`config.mk`:
```
export PLATFORM = sky130hd
export DESIGN_NAME = ubcc_top
export DESIGN_NICKNAME = d
export VERILOG_FILES = /design/src/hw/ubcc_pkg.sv /design/src/hw/ubcc_chan_match.sv /design/src/hw/ubcc_top.sv
export SDC_FILE = /design/constraint.sdc
export NUM_CORES = 1
export LEC_CHECK = 0
export ABC_CLOCK_PERIOD_IN_PS = 5800
export BUFFER_PORTS_ARGS = -buffer_cell sky130_fd_sc_hd__clkbuf_2
export CELL_PAD_IN_SITES_DETAIL_PLACEMENT = 2
export CELL_PAD_IN_SITES_GLOBAL_PLACEMENT = 2
export CORE_ASPECT_RATIO = 1.1
export CORE_MARGIN = 5
export CORE_UTILIZATION = 41
export CTS_CLUSTER_SIZE = 24
export DETAILED_ROUTE_END_ITERATION = 10
export PLACE_DENSITY_LB_ADDON = 0.3
export SLEW_MARGIN = 15
export SYNTH_ARGS = -nofsm -noshare
export SYNTH_HDL_FRONTEND = slang
export SYNTH_HIERARCHICAL = 1
export SYNTH_SLANG_ARGS = --single-unit
```
`constraint.sdc`:
```
create_clock -name i_ref_clk -period 5.8 [get_ports i_ref_clk]
set_clock_uncertainty 0.15 [all_clocks]
set_input_delay 0.58 -clock i_ref_clk [delete_from_list [all_inputs] [get_ports i_ref_clk]]
set_output_delay 0.58 -clock i_ref_clk [all_outputs]
set_load 0.005 [all_outputs]
```
`src/hw/ubcc_pkg.sv`:
```
// Purpose: Shared constants and carriers of the user break condition block
// Assumes: Byte offsets on an 8-bit register address port
// Notes:   Field positions follow the qualifier and control register layouts
package ubcc_pkg;

    // ****************************************
    // Register offsets (byte addresses)
    // ****************************************
    localparam int unsigned ADDR_W         = 8;
    localparam logic [7:0]  OFS_QUAL_A     = 8'h00;
    localparam logic [7:0]  OFS_QUAL_B     = 8'h04;
    localparam logic [7:0]  OFS_CMP_DATA   = 8'h08;
    localparam logic [7:0]  OFS_DATA_MASK  = 8'h0C;
    localparam logic [7:0]  OFS_CONTROL    = 8'h10;
    localparam logic [7:0]  OFS_AMASK_A    = 8'h14;
    localparam logic [7:0]  OFS_AMASK_B    = 8'h18;
    localparam logic [7:0]  OFS_BADDR_A    = 8'h1C;
    localparam logic [7:0]  OFS_BADDR_B    = 8'h20;

    // ****************************************
    // Reset values and writable bits
    // ****************************************
    localparam logic [5:0]  QUAL_RESET     = 6'h00;
    localparam logic [15:0] QUAL_WMASK     = 16'h003F;
    localparam logic [15:0] CTRL_WMASK     = 16'hC4C8;
    localparam logic [2:0]  AMASK_RESET    = 3'h0;
    localparam logic [31:0] WORD_RESET     = 32'h00000000;

    // ****************************************
    // Control register bit positions
    // ****************************************
    localparam int unsigned CTRL_FLAG_A    = 15;
    localparam int unsigned CTRL_FLAG_B    = 14;
    localparam int unsigned CTRL_TIMING_A  = 10;
    localparam int unsigned CTRL_DATA_EN   = 7;
    localparam int unsigned CTRL_TIMING_B  = 6;
    localparam int unsigned CTRL_CHAIN     = 3;

    // ****************************************
    // Field encodings
    // ****************************************
    localparam logic [1:0]  CYC_OFF        = 2'h0;
    localparam logic [1:0]  CYC_FETCH      = 2'h1;
    localparam logic [1:0]  CYC_DATA       = 2'h2;
    localparam logic [1:0]  DIR_OFF        = 2'h0;
    localparam logic [1:0]  DIR_READ       = 2'h1;
    localparam logic [1:0]  DIR_WRITE      = 2'h2;
    localparam logic [1:0]  SIZE_ANY       = 2'h0;
    localparam logic [1:0]  SIZE_BYTE      = 2'h1;
    localparam logic [1:0]  SIZE_WORD      = 2'h2;
    localparam logic [1:0]  SIZE_LONG      = 2'h3;
    localparam logic [1:0]  AMASK_LO10     = 2'h1;
    localparam logic [1:0]  AMASK_LO12     = 2'h2;
    localparam logic [1:0]  AMASK_ALL      = 2'h3;
    localparam logic [31:0] LO10_BITS      = 32'h000003FF;
    localparam logic [31:0] LO12_BITS      = 32'h00000FFF;
    localparam logic [31:0] ALL_BITS       = 32'hFFFFFFFF;
    localparam logic [31:0] WORD_LOW_BITS  = 32'h00000001;
    localparam logic [31:0] LONG_LOW_BITS  = 32'h00000003;
    localparam logic [31:0] UPPER16_BITS   = 32'hFFFF0000;

    // Qualifier fields, laid out as bits 5..0
    typedef struct packed {
        logic [1:0] cyc;
        logic [1:0] dir;
        logic [1:0] size;
    } ubcc_qual_s;

    // One processor bus cycle as seen by the break logic
    typedef struct packed {
        logic        valid;
        logic        fetch;
        logic        write;
        logic [1:0]  size;
        logic [31:0] addr;
        logic [31:0] data;
    } ubcc_cycle_s;

    // Trap request toward the core
    typedef struct packed {
        logic req;
        logic after;
    } ubcc_trap_s;

endpackage

```
`src/hw/ubcc_chan_match.sv`:
```
// Purpose: Bus cycle and address match of one break channel
// Assumes: Cycle fields are stable while valid is high
// Notes:   Data compare is left to the caller
`timescale 1ns/1ps
`default_nettype none
module ubcc_chan_match (
    input  wire logic                   i_ref_clk,
    input  wire logic                   i_resetn,
    input  wire ubcc_pkg::ubcc_qual_s   i_qual,
    input  wire logic [1:0]             i_amask,
    input  wire logic [31:0]            i_baddr,
    input  wire ubcc_pkg::ubcc_cycle_s  i_cycle,
    output logic                        o_hit
);

    // ****************************************
    // Address bits left out of the compare
    // ****************************************
    function automatic logic [31:0] skip_bits(input logic [1:0] am, input logic [1:0] sz, input logic dat);
        logic [31:0] m;
        m = 32'h00000000;
        if (am == ubcc_pkg::AMASK_LO10) m = ubcc_pkg::LO10_BITS;
        if (am == ubcc_pkg::AMASK_LO12) m = ubcc_pkg::LO12_BITS;
        if (am == ubcc_pkg::AMASK_ALL)  m = ubcc_pkg::ALL_BITS;
        if (dat && sz == ubcc_pkg::SIZE_WORD) m = m | ubcc_pkg::WORD_LOW_BITS;
        if (dat && sz == ubcc_pkg::SIZE_LONG) m = m | ubcc_pkg::LONG_LOW_BITS;
        return m;
    endfunction

    logic [1:0]  eff_size;
    logic        type_ok;
    logic        dir_ok;
    logic        size_ok;
    logic        addr_ok;

    // Qualifier decode
    always_comb begin
        eff_size = (i_qual.size == ubcc_pkg::SIZE_ANY) ? i_cycle.size : i_qual.size;
        type_ok  = (i_qual.cyc[0] && i_cycle.fetch) || (i_qual.cyc[1] && !i_cycle.fetch);
        dir_ok   = (i_qual.dir[0] && !i_cycle.write) || (i_qual.dir[1] && i_cycle.write);
        size_ok  = (i_qual.size == ubcc_pkg::SIZE_ANY) || (i_qual.size == i_cycle.size);
        addr_ok  = ((i_cycle.addr ^ i_baddr)
                    & ~skip_bits(i_amask, eff_size, !i_cycle.fetch)) == 32'h00000000;
        o_hit    = i_cycle.valid && type_ok && dir_ok && size_ok && addr_ok;
    end
endmodule
`default_nettype wire

```
`src/hw/ubcc_top.sv`:
```
// Purpose: Two-channel user break condition logic with register port
// Assumes: Bus cycles and manual reset come from the core clock domain
// Notes:   Power-on reset is i_resetn, manual reset a synchronous level
//
// Contract
// - Channel A qualifier clears on both resets
// - Reserved bits read zero, written zero
// - Cycle type: off, fetch, data, either
// - Direction: off, read, write, both
// - Size: any, byte, word, longword
// - Channel B qualifier mirrors channel A
// - Channel B address mask mirrors channel A
// - Compare data survives manual reset
// - Data mask survives manual reset
// - Mask bit one drops that data bit
// - Byte or word ignores upper sixteen bits
// - Data ignored for fetch or compare disabled
// - Control register clears on both resets
// - Channel A flag set by hardware, cleared by software
// - Channel B flag sticky until software clears
// - Channel A timing: before or after execution
// - Channel B timing: before or after execution
// - Data compare enable adds data to B
// - Chaining: B counts only after A matched
// - Address mask: none, low ten, low twelve, all
// - Chained: no break on early B; B flag only
// - Data access skips low address bits by size
`timescale 1ns/1ps
`default_nettype none
module ubcc_top (
    input  wire logic                   i_ref_clk,
    input  wire logic                   i_resetn,
    input  wire logic                   i_manual_reset,
    input  wire logic [7:0]             i_addr,
    input  wire logic [31:0]            i_wdata,
    input  wire logic                   i_wr,
    input  wire logic                   i_rd,
    output logic [31:0]                 o_rdata,
    input  wire ubcc_pkg::ubcc_cycle_s  i_cycle,
    output ubcc_pkg::ubcc_trap_s        o_trap
);

    // ****************************************
    // Register state
    // ****************************************
    ubcc_pkg::ubcc_qual_s  qual_a_reg;
    ubcc_pkg::ubcc_qual_s  qual_b_reg;
    logic [31:0]           cmp_data_reg;
    logic [31:0]           data_mask_reg;
    logic [2:0]            amask_a_reg;
    logic [2:0]            amask_b_reg;
    logic [31:0]           baddr_a_reg;
    logic [31:0]           baddr_b_reg;
    logic                  flag_a_reg;
    logic                  flag_b_reg;
    logic                  timing_a_reg;
    logic                  timing_b_reg;
    logic                  data_en_reg;
    logic                  chain_reg;
    logic                  a_seen_reg;
    logic [31:0]           rdata_reg;
    logic                  flag_a_next;
    logic                  flag_b_next;
    logic                  a_seen_next;
    logic                  a_hit;
    logic                  b_addr_hit;
    logic                  b_hit;
    logic                  data_ok;
    logic                  a_set;
    logic                  b_set;
    logic                  ctl_wr;
    logic [31:0]           eff_mask;

    // Write strobe for one offset
    function automatic logic wr_at(input logic wr, input logic [7:0] a, input logic [7:0] ofs);
        return wr && (a == ofs);
    endfunction

    // Control register image, reserved bits zero
    function automatic logic [15:0] ctrl_image(input logic fa, input logic fb, input logic ta,
                                               input logic de, input logic tb, input logic ch);
        logic [15:0] v;
        v = 16'h0000;
        v[ubcc_pkg::CTRL_FLAG_A]   = fa;
        v[ubcc_pkg::CTRL_FLAG_B]   = fb;
        v[ubcc_pkg::CTRL_TIMING_A] = ta;
        v[ubcc_pkg::CTRL_DATA_EN]  = de;
        v[ubcc_pkg::CTRL_TIMING_B] = tb;
        v[ubcc_pkg::CTRL_CHAIN]    = ch;
        return v;
    endfunction

    assign ctl_wr = wr_at(i_wr, i_addr, ubcc_pkg::OFS_CONTROL);

    // ****************************************
    // Channel match
    // ****************************************
    ubcc_chan_match u_match_a (
        .i_ref_clk (i_ref_clk),
        .i_resetn  (i_resetn),
        .i_qual    (qual_a_reg),
        .i_amask   (amask_a_reg[1:0]),
        .i_baddr   (baddr_a_reg),
        .i_cycle   (i_cycle),
        .o_hit     (a_hit)
    );

    // Channel B uses the same qualifier and address mask logic
    ubcc_chan_match u_match_b (
        .i_ref_clk (i_ref_clk),
        .i_resetn  (i_resetn),
        .i_qual    (qual_b_reg),
        .i_amask   (amask_b_reg[1:0]),
        .i_baddr   (baddr_b_reg),
        .i_cycle   (i_cycle),
        .o_hit     (b_addr_hit)
    );

    // Channel B data compare
    always_comb begin
        eff_mask = data_mask_reg;
        if (qual_b_reg.size == ubcc_pkg::SIZE_BYTE || qual_b_reg.size == ubcc_pkg::SIZE_WORD) begin
            eff_mask = data_mask_reg | ubcc_pkg::UPPER16_BITS;
        end
        data_ok = ((i_cycle.data ^ cmp_data_reg) & ~eff_mask) == 32'h00000000;
        if (i_cycle.fetch || qual_b_reg.cyc == ubcc_pkg::CYC_FETCH || !data_en_reg) begin
            data_ok = 1'b1;
        end
        b_hit = b_addr_hit && data_ok;
    end

    // Independent or chained setting of the flags
    always_comb begin
        a_set       = a_hit && !chain_reg;
        b_set       = b_hit && (!chain_reg || a_seen_reg);
        a_seen_next = chain_reg && (a_hit || (a_seen_reg && !b_set));
        flag_a_next = a_set
                      || (flag_a_reg && !(ctl_wr && !i_wdata[ubcc_pkg::CTRL_FLAG_A]));
        flag_b_next = b_set
                      || (flag_b_reg && !(ctl_wr && !i_wdata[ubcc_pkg::CTRL_FLAG_B]));
    end

    // Trap request toward the core, a before break wins
    always_comb begin
        o_trap.req   = a_set || b_set;
        o_trap.after = (!a_set || !i_cycle.fetch || timing_a_reg)
                       && (!b_set || !i_cycle.fetch || timing_b_reg);
    end

    // ****************************************
    // Registers cleared by either reset
    // ****************************************

    // Bus cycle qualifiers
    always_ff @(posedge i_ref_clk or negedge i_resetn) begin
        if (!i_resetn) begin
            qual_a_reg <= ubcc_pkg::QUAL_RESET;
            qual_b_reg <= ubcc_pkg::QUAL_RESET;
        end else if (i_manual_reset) begin
            qual_a_reg <= ubcc_pkg::QUAL_RESET;
            qual_b_reg <= ubcc_pkg::QUAL_RESET;
        end else begin
            if (wr_at(i_wr, i_addr, ubcc_pkg::OFS_QUAL_A)) begin
                qual_a_reg <= i_wdata[5:0];
            end
            if (wr_at(i_wr, i_addr, ubcc_pkg::OFS_QUAL_B)) begin
                qual_b_reg <= i_wdata[5:0];
            end
        end
    end

    // Control bits
    always_ff @(posedge i_ref_clk or negedge i_resetn) begin
        if (!i_resetn) begin
            timing_a_reg <= 1'b0;
            timing_b_reg <= 1'b0;
            data_en_reg  <= 1'b0;
            chain_reg    <= 1'b0;
        end else if (i_manual_reset) begin
            timing_a_reg <= 1'b0;
            timing_b_reg <= 1'b0;
            data_en_reg  <= 1'b0;
            chain_reg    <= 1'b0;
        end else if (ctl_wr) begin
            timing_a_reg <= i_wdata[ubcc_pkg::CTRL_TIMING_A];
            timing_b_reg <= i_wdata[ubcc_pkg::CTRL_TIMING_B];
            data_en_reg  <= i_wdata[ubcc_pkg::CTRL_DATA_EN];
            chain_reg    <= i_wdata[ubcc_pkg::CTRL_CHAIN];
        end
    end

    // Match flags and chain arming
    always_ff @(posedge i_ref_clk or negedge i_resetn) begin
        if (!i_resetn) begin
            flag_a_reg <= 1'b0;
            flag_b_reg <= 1'b0;
            a_seen_reg <= 1'b0;
        end else if (i_manual_reset) begin
            flag_a_reg <= 1'b0;
            flag_b_reg <= 1'b0;
            a_seen_reg <= 1'b0;
        end else begin
            flag_a_reg <= flag_a_next;
            flag_b_reg <= flag_b_next;
            a_seen_reg <= a_seen_next;
        end
    end

    // ****************************************
    // Registers kept over manual reset
    // ****************************************

    // Data compare and mask words
    always_ff @(posedge i_ref_clk or negedge i_resetn) begin
        if (!i_resetn) begin
            cmp_data_reg  <= ubcc_pkg::WORD_RESET;
            data_mask_reg <= ubcc_pkg::WORD_RESET;
        end else begin
            if (wr_at(i_wr, i_addr, ubcc_pkg::OFS_CMP_DATA)) begin
                cmp_data_reg <= i_wdata;
            end
            if (wr_at(i_wr, i_addr, ubcc_pkg::OFS_DATA_MASK)) begin
                data_mask_reg <= i_wdata;
            end
        end
    end

    // Break addresses and address masks
    always_ff @(posedge i_ref_clk or negedge i_resetn) begin
        if (!i_resetn) begin
            amask_a_reg <= ubcc_pkg::AMASK_RESET;
            amask_b_reg <= ubcc_pkg::AMASK_RESET;
            baddr_a_reg <= ubcc_pkg::WORD_RESET;
            baddr_b_reg <= ubcc_pkg::WORD_RESET;
        end else begin
            if (wr_at(i_wr, i_addr, ubcc_pkg::OFS_AMASK_A)) begin
                amask_a_reg <= i_wdata[2:0];
            end
            if (wr_at(i_wr, i_addr, ubcc_pkg::OFS_AMASK_B)) begin
                amask_b_reg <= i_wdata[2:0];
            end
            if (wr_at(i_wr, i_addr, ubcc_pkg::OFS_BADDR_A)) begin
                baddr_a_reg <= i_wdata;
            end
            if (wr_at(i_wr, i_addr, ubcc_pkg::OFS_BADDR_B)) begin
                baddr_b_reg <= i_wdata;
            end
        end
    end

    // ****************************************
    // Read port, data one cycle after the strobe
    // ****************************************
    always_ff @(posedge i_ref_clk or negedge i_resetn) begin
        if (!i_resetn) begin
            rdata_reg <= 32'h00000000;
        end else if (!i_rd) begin
            rdata_reg <= 32'h00000000;
        end else begin
            case (i_addr)
                ubcc_pkg::OFS_QUAL_A:    rdata_reg <= {26'h0000000, qual_a_reg};
                ubcc_pkg::OFS_QUAL_B:    rdata_reg <= {26'h0000000, qual_b_reg};
                ubcc_pkg::OFS_CMP_DATA:  rdata_reg <= cmp_data_reg;
                ubcc_pkg::OFS_DATA_MASK: rdata_reg <= data_mask_reg;
                ubcc_pkg::OFS_CONTROL:   rdata_reg <= {16'h0000, ctrl_image(flag_a_reg, flag_b_reg,
                                             timing_a_reg, data_en_reg, timing_b_reg, chain_reg)};
                ubcc_pkg::OFS_AMASK_A:   rdata_reg <= {29'h00000000, amask_a_reg};
                ubcc_pkg::OFS_AMASK_B:   rdata_reg <= {29'h00000000, amask_b_reg};
                ubcc_pkg::OFS_BADDR_A:   rdata_reg <= baddr_a_reg;
                ubcc_pkg::OFS_BADDR_B:   rdata_reg <= baddr_b_reg;
                default:                 rdata_reg <= 32'h00000000;
            endcase
        end
    end

    assign o_rdata = rdata_reg;
endmodule
`default_nettype wire

```
Word level (Yosys, flattened, before mapping)
Index checks and enable logic that the tools add are counted.

Add/subtract/negate cells: 0. Order comparisons: 0. Shift operators: 0. Bitwise logic cells: 9. $mul: 0. Equal/unequal tests: 23. Muxes and demuxes: 31. Reductions and logical operators: 76. Div/mod/pow operators: 0.

Operators by type and width (number): $pmux 32 s9 (1); $mux 32 (6); $and 32x32->32 (3); $logic_not 32->1 (3); $not 32->32 (3); $xor 32x32->32 (3); $logic_and 1x1->1 (39); $eq 8x5->1 const B (4); $mux 6 (4); $mux 10 (2); $eq 2x2->1 const B (9); $logic_or 1x1->1 (18); $eq 8x4->1 const B (2); $mux 1 (14); $logic_not 1->1 (10); $eq 2x1->1 const B (4); $eq 8x3->1 const B (1); $eq 8x6->1 const B (1); $logic_not 8->1 (1); $mux 2 (4); $reduce_bool 2->1 (3); $eq 2x2->1 (2); $logic_not 2->1 (2).

Bits in read-only memories: 0. Memories kept: 0. Output and inout port bits: 34. Word-level logic and storage cells: 159. Input port bits: 114. Bits in latches: 0. Register bits after elaboration: 185. Memory bits (writable): 0.

Logic depth before layout (Yosys ltp)
Gate-level depths: netlist (run 1).

Depth in word-level cells: 17. Gate-level depth with buffers: 9.

Modules after synthesis
The synthesis (run 1) kept the hierarchy.

By module, submodules not included: ubcc_top (cells an instance 628, area an instance 8146.6 um^2, instances 1); ubcc_chan_match (cells an instance 58, area an instance 459.2 um^2, instances 2).

Least setup slack after synthesis (run 1)
OpenSTA, ideal clock, no wires.

Path type: in2out. From: input port i_cycle[53] (netlist name). To: output port o_trap[0] (netlist name). Arrival: 1.881 ns. Stages: 8. Data required time: 5.070 ns. Path buffers: 0. Setup slack: 3.189 ns. Cells stage by stage: xor2_1 nor4_2 nand3_1 nor3_2 o221a_1 o21ai_0 a211o_1 o32a_1.

RTL lines: from (decl) (line ubcc_top.sv:39) `input wire ubcc_pkg::ubcc_cycle_s i_cycle,`; to (decl) (line ubcc_top.sv:40) `output ubcc_pkg::ubcc_trap_s o_trap`.

==> results of run 1 <==
-- power by group through the flow --
stage | registers, mW | logic (mW) | clock network, mW
after global routing | 1.39 | 0.292 | 1.43
after floorplan | 1.39 | 0.129 | 0
after global placement | 1.40 | 0.252 | 0
after CTS | 1.39 | 0.274 | 1.37
final | 1.39 | 0.272 | 1.36
after detailed placement | 1.41 | 0.266 | 0
-- per-layer routing --
metal  share of wire (%)  routed length, microns  GRT usage [%]
met1                  39                   13200           32.2
met2                  52                   17700           47.8
met3                 4.8                    1640           5.35
met4                 4.5                    1540           12.7
met5               0.038                      13              0
-- synth_stat cells (2+ instances only) --
library cell / instances
mux2_2: 105
nand4_1: 8
o22ai_1: 20
xnor2_1: 65
nand2b_1: 5
clkbuf_1: 15
xor2_1: 32
o221a_1: 2
nand3_1: 23
mux2_4: 30
nor2_1: 12
buf_1: 5
and3_1: 3
a21oi_1: 48
nor2b_1: 3
mux2i_1: 6
buf_2: 9
a211oi_1: 2
a22oi_1: 16
o21ai_0: 5
a222oi_1: 26
nor3_2: 2
buf_6: 3
a221oi_1: 2
nor3_1: 5
inv_1: 8
buf_4: 2
dfrtp_1: 185
a21o_1: 3
a31oi_1: 11
nor4_1: 7
nor4_2: 4
nand2_1: 58
-- worst max-delay path: cells and delay by family (launching register included) --
| kind | cells | cell delay (ns) |
|---|---|---|
| AOI/OAI and AO/OA | 4 | 0.92 |
| and+or+nand+nor | 4 | 0.90 |
| DFF | 1 | 0.42 |
| xor gates and xnor gates | 1 | 0.42 |
| buffers and inverters | 1 | 0.13 |
-- logic make-up (layout without fill, tap and decap cells) --
logic type             Yosys count  count (layout)
flip-flops                     185             185
multiplexers                   142             142
AO/OA/AOI/OAI                  140             140
AND/OR/NAND/NOR                138             138
XOR/XNOR                        97              97
buffers and inverters           42             197
-- path summary, 6_finish.rpt --
kind / end / depth (start not counted) / start / slack, ns
setup / recovery: o_trap[0] / 10 / baddr_b_reg[12] / 1.86
hold / removal: o_rdata[26] / 1 / i_resetn / 0.03
setup reg to reg: flag_b_reg / 9 / baddr_b_reg[12] / 2.99
hold reg to reg: amask_b_reg[2] / 1 / amask_b_reg[2] / 0.38
max in group asynchronous: baddr_a_reg[27] / 2 / i_resetn / 4.18
min in group i_ref_clk: cmp_data_reg[20] / 2 / i_wdata[20] / 0.28
-- through the flow --
stage               power (mW)  hold WS, ns  setup WS [ns]  cells  cell area, sq um
floorplan                 1.52        0.134           3.19    744              9060
global placement          1.65        0.363           2.09   1163             10100
detailed placement        1.67        0.357           1.83   1163             10100
CTS                       3.03       0.0679           1.93   1194             10800
global route              3.12       0.0906           1.82   1194             10800
finish                    3.01       0.0316           1.86   1194             10800
-- area by class of cell --
class                   count  area (sq um)
fillers                  2248         11200
flip-flops and latches    185          4630
multi-input cells         517          4250
repair buffers            158           825
clock buffers              17           425
well taps                 295           369
clock inverters            14           243
inverters                   8          30.0
==> impl_results.html, run 1 <==
<table>
<tr><th>Metric</th><th>Value</th></tr>
<tr><th colspan="2">Logic synthesis</th></tr>
<tr><td>Simple-gate share of the synthesized area</td><td>about 8%</td></tr>
<tr><td>Share of async-settable or async-resettable flops after synthesis</td><td>between 90% and 100%</td></tr>
<tr><td>Netlist area before placement</td><td>~0.009 sq mm</td></tr>
<tr><td>Post-synthesis compound-gate area fraction</td><td>10.6%</td></tr>
<tr><td>Synthesized area per cell</td><td>12.2 sq um</td></tr>
<tr><td>Synth top area cells</td><td>dfrtp_1 51%, mux2_2 13%, xnor2_1 6.3%, mux2_4 5.0%, xor2_1 3.1%</td></tr>
<tr><td>Post-synth EDFFs</td><td>0</td></tr>
<tr><td>Number of warnings reported in the yosys synthesis log</td><td>6</td></tr>
<tr><td>Net count after synthesis</td><td>~860</td></tr>
<tr><td>Dominant combinational cell family by area after synthesis</td><td>multiplexers</td></tr>
<tr><td>Post-synthesis xor/xnor area fraction</td><td>9.37%</td></tr>
<tr><td>Multiplexer share of the synthesized area</td><td>18.8%</td></tr>
<tr><td>Sequential-to-total area share from yosys stat</td><td>51.1%</td></tr>
<tr><td>Post-Synth Adder-Cell Area</td><td>0%</td></tr>
<tr><td>Yosys top cell area share</td><td>approximately half</td></tr>
<tr><td>Synthesis-stage register bit count</td><td>around 190</td></tr>
<tr><td>Synth unique cells</td><td>47</td></tr>
<tr><td>Post-Syn Instances</td><td>approximately 740</td></tr>
<tr><td>Cell accounting for the most synthesized area</td><td>dfrtp_1</td></tr>
<tr><td>Dominant synthesized flop cell</td><td>dfrtp_1</td></tr>
<tr><th colspan="2">Route</th></tr>
<tr><td>DR vias/cell</td><td>5.94</td></tr>
<tr><td>DRT Pass-1 Iters</td><td>6</td></tr>
<tr><td>Total wirelength of the detailed-routed design</td><td>around 34000 microns</td></tr>
<tr><td>Violation count after the first detailed-route iteration</td><td>between 500 and 600</td></tr>
<tr><td>Number of nets still failing antenna checks after routing</td><td>0</td></tr>
<tr><td>Final routed wire length divided by cell count</td><td>28.6 microns</td></tr>
<tr><td>Total number of vias</td><td>roughly 7100</td></tr>
<tr><td>Post-route DRC</td><td>0</td></tr>
<tr><th colspan="2">Worst setup path</th></tr>
<tr><td>Worst Setup End Kind</td><td>output port</td></tr>
<tr><td>Classification of the worst setup path</td><td>reg2out</td></tr>
<tr><td>CP max-delay cell</td><td>dfrtp_1</td></tr>
<tr><td>Required time worst endpoint</td><td>5.07 ns</td></tr>
<tr><td>Data arrival time at the worst-slack endpoint</td><td>around 3.2 ns</td></tr>
<tr><td>Slowest cell delay on critical path</td><td>between 0.4 and 0.5 ns</td></tr>
<tr><td>Max FO, Critical Path</td><td>3</td></tr>
<tr><td>CP Launch Type</td><td>register</td></tr>
<tr><td>List of cells traversed by the critical path</td><td>xnor2_1 &gt; nand4_1 &gt; nor3_1 &gt; nand3_1 &gt; nor3_2 &gt; o221a_1 &gt; o21ai_0 &gt; a211o_1 &gt; o32a_1 &gt; clkbuf_2</td></tr>
<tr><th colspan="2">Floorplan</th></tr>
<tr><td>Initial standard-cell utilization of the core</td><td>between 40% and 50%</td></tr>
<tr><td>Num ports</td><td>148</td></tr>
<tr><td>Total Die Area</td><td>~0.025 sq mm</td></tr>
<tr><td>Horizontal die dimension</td><td>about 150 microns</td></tr>
<tr><td>Vertical die dimension</td><td>between 150 and 200 microns</td></tr>
<tr><td>Number of placement rows</td><td>57</td></tr>
<tr><td>Core area</td><td>0.0220 sq mm</td></tr>
<tr><th colspan="2">Timing</th></tr>
<tr><td>Count of final setup violators</td><td>0</td></tr>
<tr><td>Unrepaired setup endpoints after global routing</td><td>false</td></tr>
<tr><td>Worst slew margin relative to its limit</td><td>19.0%</td></tr>
<tr><td>Transition at the pin with the smallest max-transition slack</td><td>roughly 1.2 ns</td></tr>
<tr><td>Setup_tns</td><td>0 ns</td></tr>
<tr><td>Final min period</td><td>a little under 4 ns</td></tr>
<tr><td>Final Max Tran Viols</td><td>0</td></tr>
<tr><td>Count of endpoints failing hold in the final timing report</td><td>0</td></tr>
<tr><td>Maximum achievable frequency</td><td>~250 MHz</td></tr>
<tr><td>Fraction of the cycle the final worst path needs</td><td>between 60% and 70%</td></tr>
<tr><th colspan="2">Global routing</th></tr>
<tr><td>Vias in the first global route</td><td>between 8000 and 9000</td></tr>
<tr><td>Global-route wire length before repair</td><td>51700 microns</td></tr>
<tr><td>Number of antenna violations at the first check in global routing</td><td>1</td></tr>
<tr><td>Gr ovfl total</td><td>0</td></tr>
<tr><td>Pin count of the biggest net entering global routing</td><td>85</td></tr>
<tr><td>Global routing usage summed across all routing layers</td><td>27.4%</td></tr>
<tr><th colspan="2">Clock network</th></tr>
<tr><td>CTS H-Tree Depth</td><td>4</td></tr>
<tr><td>Post-CTS setup buffer count</td><td>0</td></tr>
<tr><td>TritonCTS Buffers</td><td>17</td></tr>
<tr><td>Number of gates resized after CTS</td><td>0</td></tr>
<tr><td>Root buffer cell</td><td>clkbuf_16</td></tr>
<tr><td>Worst skew pair latency</td><td>between 0.4 and 0.5 ns</td></tr>
<tr><td>Number of clock sinks</td><td>185</td></tr>
<tr><td>CTS tree</td><td>done</td></tr>
<tr><td># hold bufs at CTS</td><td>0</td></tr>
<tr><td>Buffer depth of the longest clock path</td><td>2</td></tr>
<tr><td>Clock Pin Slew Worst Setup and Hold Paths</td><td>0.07 ns</td></tr>
<tr><th colspan="2">Placed design</th></tr>
<tr><td>Final RePlAce weighted congestion</td><td>0.846</td></tr>
<tr><td>DP HPWL</td><td>around 23000 microns</td></tr>
<tr><td>Number of buffers added on ports</td><td>147</td></tr>
<tr><th colspan="2">Job</th></tr>
<tr><td>MaxCap Viol Count</td><td>0</td></tr>
<tr><th colspan="2">Cells and area</th></tr>
<tr><td>Layout net count</td><td>1001</td></tr>
<tr><td>Most common cell after layout, fill and taps aside</td><td>dfrtp_1</td></tr>
<tr><td>P&amp;R area growth vs syn</td><td>18.8%</td></tr>
<tr><td>Util after Layout</td><td>roughly half</td></tr>
<tr><td>Layout cell share with drive strength beyond 1</td><td>between 30% and 40%</td></tr>
<tr><td>Leading cell types in the layout, fill and taps excluded</td><td>185 x dfrtp_1, 146 x clkbuf_2, 105 x mux2_2</td></tr>
<tr><td>ANT cells</td><td>0</td></tr>
<tr><th colspan="2">Power and ir drop</th></tr>
<tr><td>Comb power frac</td><td>9.0%</td></tr>
<tr><td>Cell-internal power</td><td>between 2 and 2.5 mW</td></tr>
<tr><td>Power density relative to cell area</td><td>approximately 280 mW/mm^2</td></tr>
<tr><td>Switching power</td><td>~0.75 mW</td></tr>
<tr><td>Switch share</td><td>24.8%</td></tr>
<tr><td>Share of total power in sequential cells</td><td>between 40 and 50%</td></tr>
<tr><td>Peak supply drop</td><td>0.177 mV</td></tr>
<tr><td>Clock network fraction of total power</td><td>45.0%</td></tr>
<tr><td>Leakage</td><td>around 5.1 nW</td></tr>
<tr><th colspan="2">Hold path</th></tr>
<tr><td>Path type of the worst min-delay path</td><td>in2async</td></tr>
<tr><th colspan="2">Outcome</th></tr>
<tr><td>Outcome</td><td>finished, final reports clean</td></tr>
</table>
Power figures use the tool's default switching activity.
==> run 2: changes to the inputs <==
ABC_AREA = 1   (was default)
ABC_CLOCK_PERIOD_IN_PS = 3400   (was 5800)
CORE_UTILIZATION = 29   (was 41)
clock period = 3.4 ns   (was 5.8 ns; I/O delays follow)
==> impl_results.html, run 2 <==
<table>
<tr><th>Metric</th><th>Value</th></tr>
<tr><th colspan="2">Timing</th></tr>
<tr><td>Setup_tns</td><td>0 ns</td></tr>
<tr><td>Final min period</td><td>3.00 ns</td></tr>
<tr><td>Final Max Tran Viols</td><td>0</td></tr>
<tr><td>Count of final setup violators</td><td>0</td></tr>
<tr><td>Fraction of the cycle the final worst path needs</td><td>around 88%</td></tr>
<tr><td>Transition at the pin with the smallest max-transition slack</td><td>~0.99 ns</td></tr>
<tr><td>Final worst-path setup slack</td><td>approximately 0.40 ns</td></tr>
<tr><td>Maximum achievable frequency</td><td>333 MHz</td></tr>
<tr><td>Worst slew margin relative to its limit</td><td>between 30% and 40%</td></tr>
<tr><td>Count of endpoints failing hold in the final timing report</td><td>0</td></tr>
<tr><td>Unrepaired setup endpoints after global routing</td><td>false</td></tr>
<tr><td>Hold slack</td><td>around 0.034 ns</td></tr>
<tr><th colspan="2">Placed design</th></tr>
<tr><td>Pre-CTS setup slack</td><td>between 0.7 and 0.8 ns</td></tr>
<tr><td>Placed cell count</td><td>around 1900</td></tr>
<tr><td>DP HPWL</td><td>~27000 microns</td></tr>
<tr><td>Post-detailed-placement cell area</td><td>0.0109 sq mm</td></tr>
<tr><td>Number of buffers added on ports</td><td>~150</td></tr>
<tr><td>Final RePlAce weighted congestion</td><td>between 0.8 and 0.9</td></tr>
<tr><th colspan="2">Floorplan</th></tr>
<tr><td>Core area</td><td>around 0.033 sq mm</td></tr>
<tr><td>Number of placement rows</td><td>70</td></tr>
<tr><td>Num ports</td><td>around 150</td></tr>
<tr><td>Horizontal die dimension</td><td>about 180 microns</td></tr>
<tr><td>Total Die Area</td><td>between 0.03 and 0.04 sq mm</td></tr>
<tr><td>Vertical die dimension</td><td>202 microns</td></tr>
<tr><td>Initial standard-cell utilization of the core</td><td>between 20% and 30%</td></tr>
<tr><th colspan="2">Job</th></tr>
<tr><td>MaxCap Viol Count</td><td>0</td></tr>
<tr><th colspan="2">Logic synthesis</th></tr>
<tr><td>Top-count cell post-synth</td><td>nand2_1</td></tr>
<tr><td>Share of async-settable or async-resettable flops after synthesis</td><td>100%</td></tr>
<tr><td>Number of warnings reported in the yosys synthesis log</td><td>6</td></tr>
<tr><td>Post-synth EDFFs</td><td>0</td></tr>
<tr><td>Yosys top cell area share</td><td>between 40% and 50%</td></tr>
<tr><td>Synth top area cells</td><td>dfrtp_1 48%, nand2_1 19%, inv_1 6.7%, o21ai_0 6.2%, nor2_1 5.2%</td></tr>
<tr><td>Synthesis-stage register bit count</td><td>around 190</td></tr>
<tr><td>Net count after synthesis</td><td>approximately 1400</td></tr>
<tr><td>Sequential-to-total area share from yosys stat</td><td>47.7%</td></tr>
<tr><td>Synth top cells by count</td><td>490 x nand2_1, 185 x dfrtp_1, 172 x inv_1, 134 x nor2_1, 120 x o21ai_0</td></tr>
<tr><td>Netlist area before placement</td><td>just under 0.01 sq mm</td></tr>
<tr><td>Dominant synthesized flop cell</td><td>dfrtp_1</td></tr>
<tr><td>Synthesized area per cell</td><td>~7.3 sq um</td></tr>
<tr><td>Synth unique cells</td><td>34</td></tr>
<tr><td>Cell accounting for the most synthesized area</td><td>dfrtp_1</td></tr>
<tr><td>Post-Syn Instances</td><td>around 1300</td></tr>
<tr><th colspan="2">Clock network</th></tr>
<tr><td>Buffer depth of the longest clock path</td><td>2</td></tr>
<tr><td>Number of clock sinks</td><td>around 190</td></tr>
<tr><td>TritonCTS Buffers</td><td>17</td></tr>
<tr><td>Number of gates resized after CTS</td><td>0</td></tr>
<tr><td>CTS H-Tree Depth</td><td>4</td></tr>
<tr><td>Post-CTS setup buffer count</td><td>0</td></tr>
<tr><td>Worst skew pair latency</td><td>between 0.4 and 0.5 ns</td></tr>
<tr><td>Clock Pin Slew Worst Setup and Hold Paths</td><td>approximately 0.080 ns</td></tr>
<tr><td>Root buffer cell</td><td>clkbuf_16</td></tr>
<tr><td>CTS tree</td><td>done</td></tr>
<tr><td># hold bufs at CTS</td><td>1</td></tr>
<tr><th colspan="2">Worst setup path</th></tr>
<tr><td>Setup slack, reg-to-reg</td><td>1.41 ns</td></tr>
<tr><td>Path depth of the worst reg2reg path</td><td>11</td></tr>
<tr><td>Worst Setup End Kind</td><td>output port</td></tr>
<tr><td>Required time worst endpoint</td><td>2.91 ns</td></tr>
<tr><td>CP Launch Type</td><td>register</td></tr>
<tr><td>Classification of the worst setup path</td><td>reg2out</td></tr>
<tr><td>Max FO, Critical Path</td><td>4</td></tr>
<tr><td>Capturing point of the worst reg2reg path</td><td>a_seen_reg</td></tr>
<tr><td>Data arrival time at the worst-slack endpoint</td><td>2.51 ns</td></tr>
<tr><td>Worst r2r src</td><td>baddr_b_reg[29]</td></tr>
<tr><th colspan="2">Cells and area</th></tr>
<tr><td>Finished Cell Area</td><td>0.0115 sq mm</td></tr>
<tr><td>Most common cell after layout, fill and taps aside</td><td>nand2_1</td></tr>
<tr><td>Util after Layout</td><td>a little over a third</td></tr>
<tr><td>Layout net count</td><td>approximately 1600</td></tr>
<tr><td>P&amp;R area growth vs syn</td><td>18.8%</td></tr>
<tr><td>Final Non-Filler Cells</td><td>1919</td></tr>
<tr><td>Leading cell types in the layout, fill and taps excluded</td><td>490 x nand2_1, 185 x dfrtp_1, 172 x inv_1</td></tr>
<tr><td>Layout cell share with drive strength beyond 1</td><td>between 10% and 20%</td></tr>
<tr><th colspan="2">Route</th></tr>
<tr><td>Final routed wire length divided by cell count</td><td>about 19 microns</td></tr>
<tr><td>Post-route DRC</td><td>0</td></tr>
<tr><td>Violation count after the first detailed-route iteration</td><td>a little under 400</td></tr>
<tr><td>DRT Pass-1 Iters</td><td>4</td></tr>
<tr><td>Number of nets still failing antenna checks after routing</td><td>0</td></tr>
<tr><td>Total wirelength of the detailed-routed design</td><td>~37000 microns</td></tr>
<tr><td>DR vias/cell</td><td>4.86</td></tr>
<tr><td>Total number of vias</td><td>between 9000 and 10000</td></tr>
<tr><th colspan="2">Power and ir drop</th></tr>
<tr><td>Peak supply drop</td><td>between 0.3 and 0.4 mV</td></tr>
<tr><td>Power density relative to cell area</td><td>~440 mW/mm^2</td></tr>
<tr><td>Switching power</td><td>roughly 1.4 mW</td></tr>
<tr><td>Comb power frac</td><td>~10%</td></tr>
<tr><td>Share of total power in sequential cells</td><td>a little under half</td></tr>
<tr><td>Cell-internal power</td><td>approximately 3.7 mW</td></tr>
<tr><td>Leakage</td><td>roughly 5.7 nW</td></tr>
<tr><td>Post-layout power</td><td>between 5 and 6 mW</td></tr>
<tr><td>Clock network fraction of total power</td><td>a little over two fifths</td></tr>
<tr><td>Switch share</td><td>between 20% and 30%</td></tr>
<tr><th colspan="2">Hold path</th></tr>
<tr><td>Cell depth of the worst min-delay path</td><td>3</td></tr>
<tr><td>Endpoint, Worst Hold</td><td>cmp_data_reg[23]</td></tr>
<tr><td>Path type of the worst min-delay path</td><td>in2reg</td></tr>
<tr><td>Worst hold start</td><td>i_wdata[23]</td></tr>
<tr><th colspan="2">Global routing</th></tr>
<tr><td>Number of antenna violations at the first check in global routing</td><td>1</td></tr>
<tr><td>Gr ovfl total</td><td>0</td></tr>
<tr><td>Pin count of the biggest net entering global routing</td><td>110</td></tr>
<tr><td>Global routing usage summed across all routing layers</td><td>about a fifth</td></tr>
<tr><td>Vias in the first global route</td><td>10327</td></tr>
<tr><td>Global-route wire length before repair</td><td>between 50000 and 60000 microns</td></tr>
<tr><th colspan="2">Outcome</th></tr>
<tr><td>Outcome</td><td>finished, final reports clean</td></tr>
</table>
[run 2: cell count changes in the layout (fill, tap and decap cells not counted), sizes merged, moves of 12 or more]
cell / change
a222oi: -26
nor2: +128
o21ai: +161
nor4: -12
nand2: +435
a22oi: -16
inv: +177
mux2: -136
o22ai: -13
xnor2: -38
a221oi: +19
xor2: -30
a21oi: -20
[run 2: logic make-up after synthesis]
logic type / after synthesis / share of synthesized area (%)
AND/OR/NAND/NOR: 653 / 26.1
buffers and inverters: 224 / 9.34
flip-flops: 185 / 47.7
XOR/XNOR: 29 / 2.62
AO/OA/AOI/OAI: 239 / 14.0
multiplexers: 2 / 0.206
[run 2: final cells by class]
cell class	count	area [sq um]
Antenna cell	1	2.50
Fill cell	4014	21600
Clock inverter	14	183
Timing Repair Buffer	162	872
Tap cell	432	541
Clock buffer	18	439
Inverter	184	691
Multi-Input combinational cell	923	4160
Sequential cell	185	4630
[run 2: layer usage]
layer	vias up	part of all wire (%)	track usage, %
li1	4426	-	-
met1	4715	44	25.8
met2	145	51	36.2
met3	32	3.1	2.79
met4	0	1.7	4.97
met5	-	0	0
[run 2: critical path, cell delays in order, from the launching register on]
cell and delay (ns):
dfrtp_1 0.42, xnor2_1 0.26, nand2_1 0.08, nor2_1 0.15, nand3_1 0.10, nor2_1 0.15, nor2_1 0.07, nor2_1 0.09
o21a_1 0.13, nand2_1 0.10, o21ai_0 0.32, inv_1 0.08, clkbuf_2 0.12
[run 2: worst max path at each step]
stage	from	slack [ns]	end	depth (start not counted)
after floorplan	qual_b_reg[0]	1.53	o_trap[0]	15
after global placement	i_addr[5]	0.81	o_rdata[22]	9
after detailed placement	i_cycle[63]	0.77	o_trap[0]	13
after CTS	baddr_b_reg[31]	0.34	o_trap[0]	12
after global routing	qual_b_reg[1]	0.12	o_trap[0]	13
final	baddr_b_reg[29]	0.40	o_trap[0]	12
[run 2: power by group through the flow]
stage          Clock [mW]  Sequential (mW)  Combinational, mW
6_report             2.18             2.38              0.518
2_1_floorplan           0             2.39              0.266
4_1_cts              2.25             2.38              0.532
3_5_place_dp            0             2.43              0.526
3_3_place_gp            0             2.42              0.503
5_1_grt              2.33             2.40              0.594
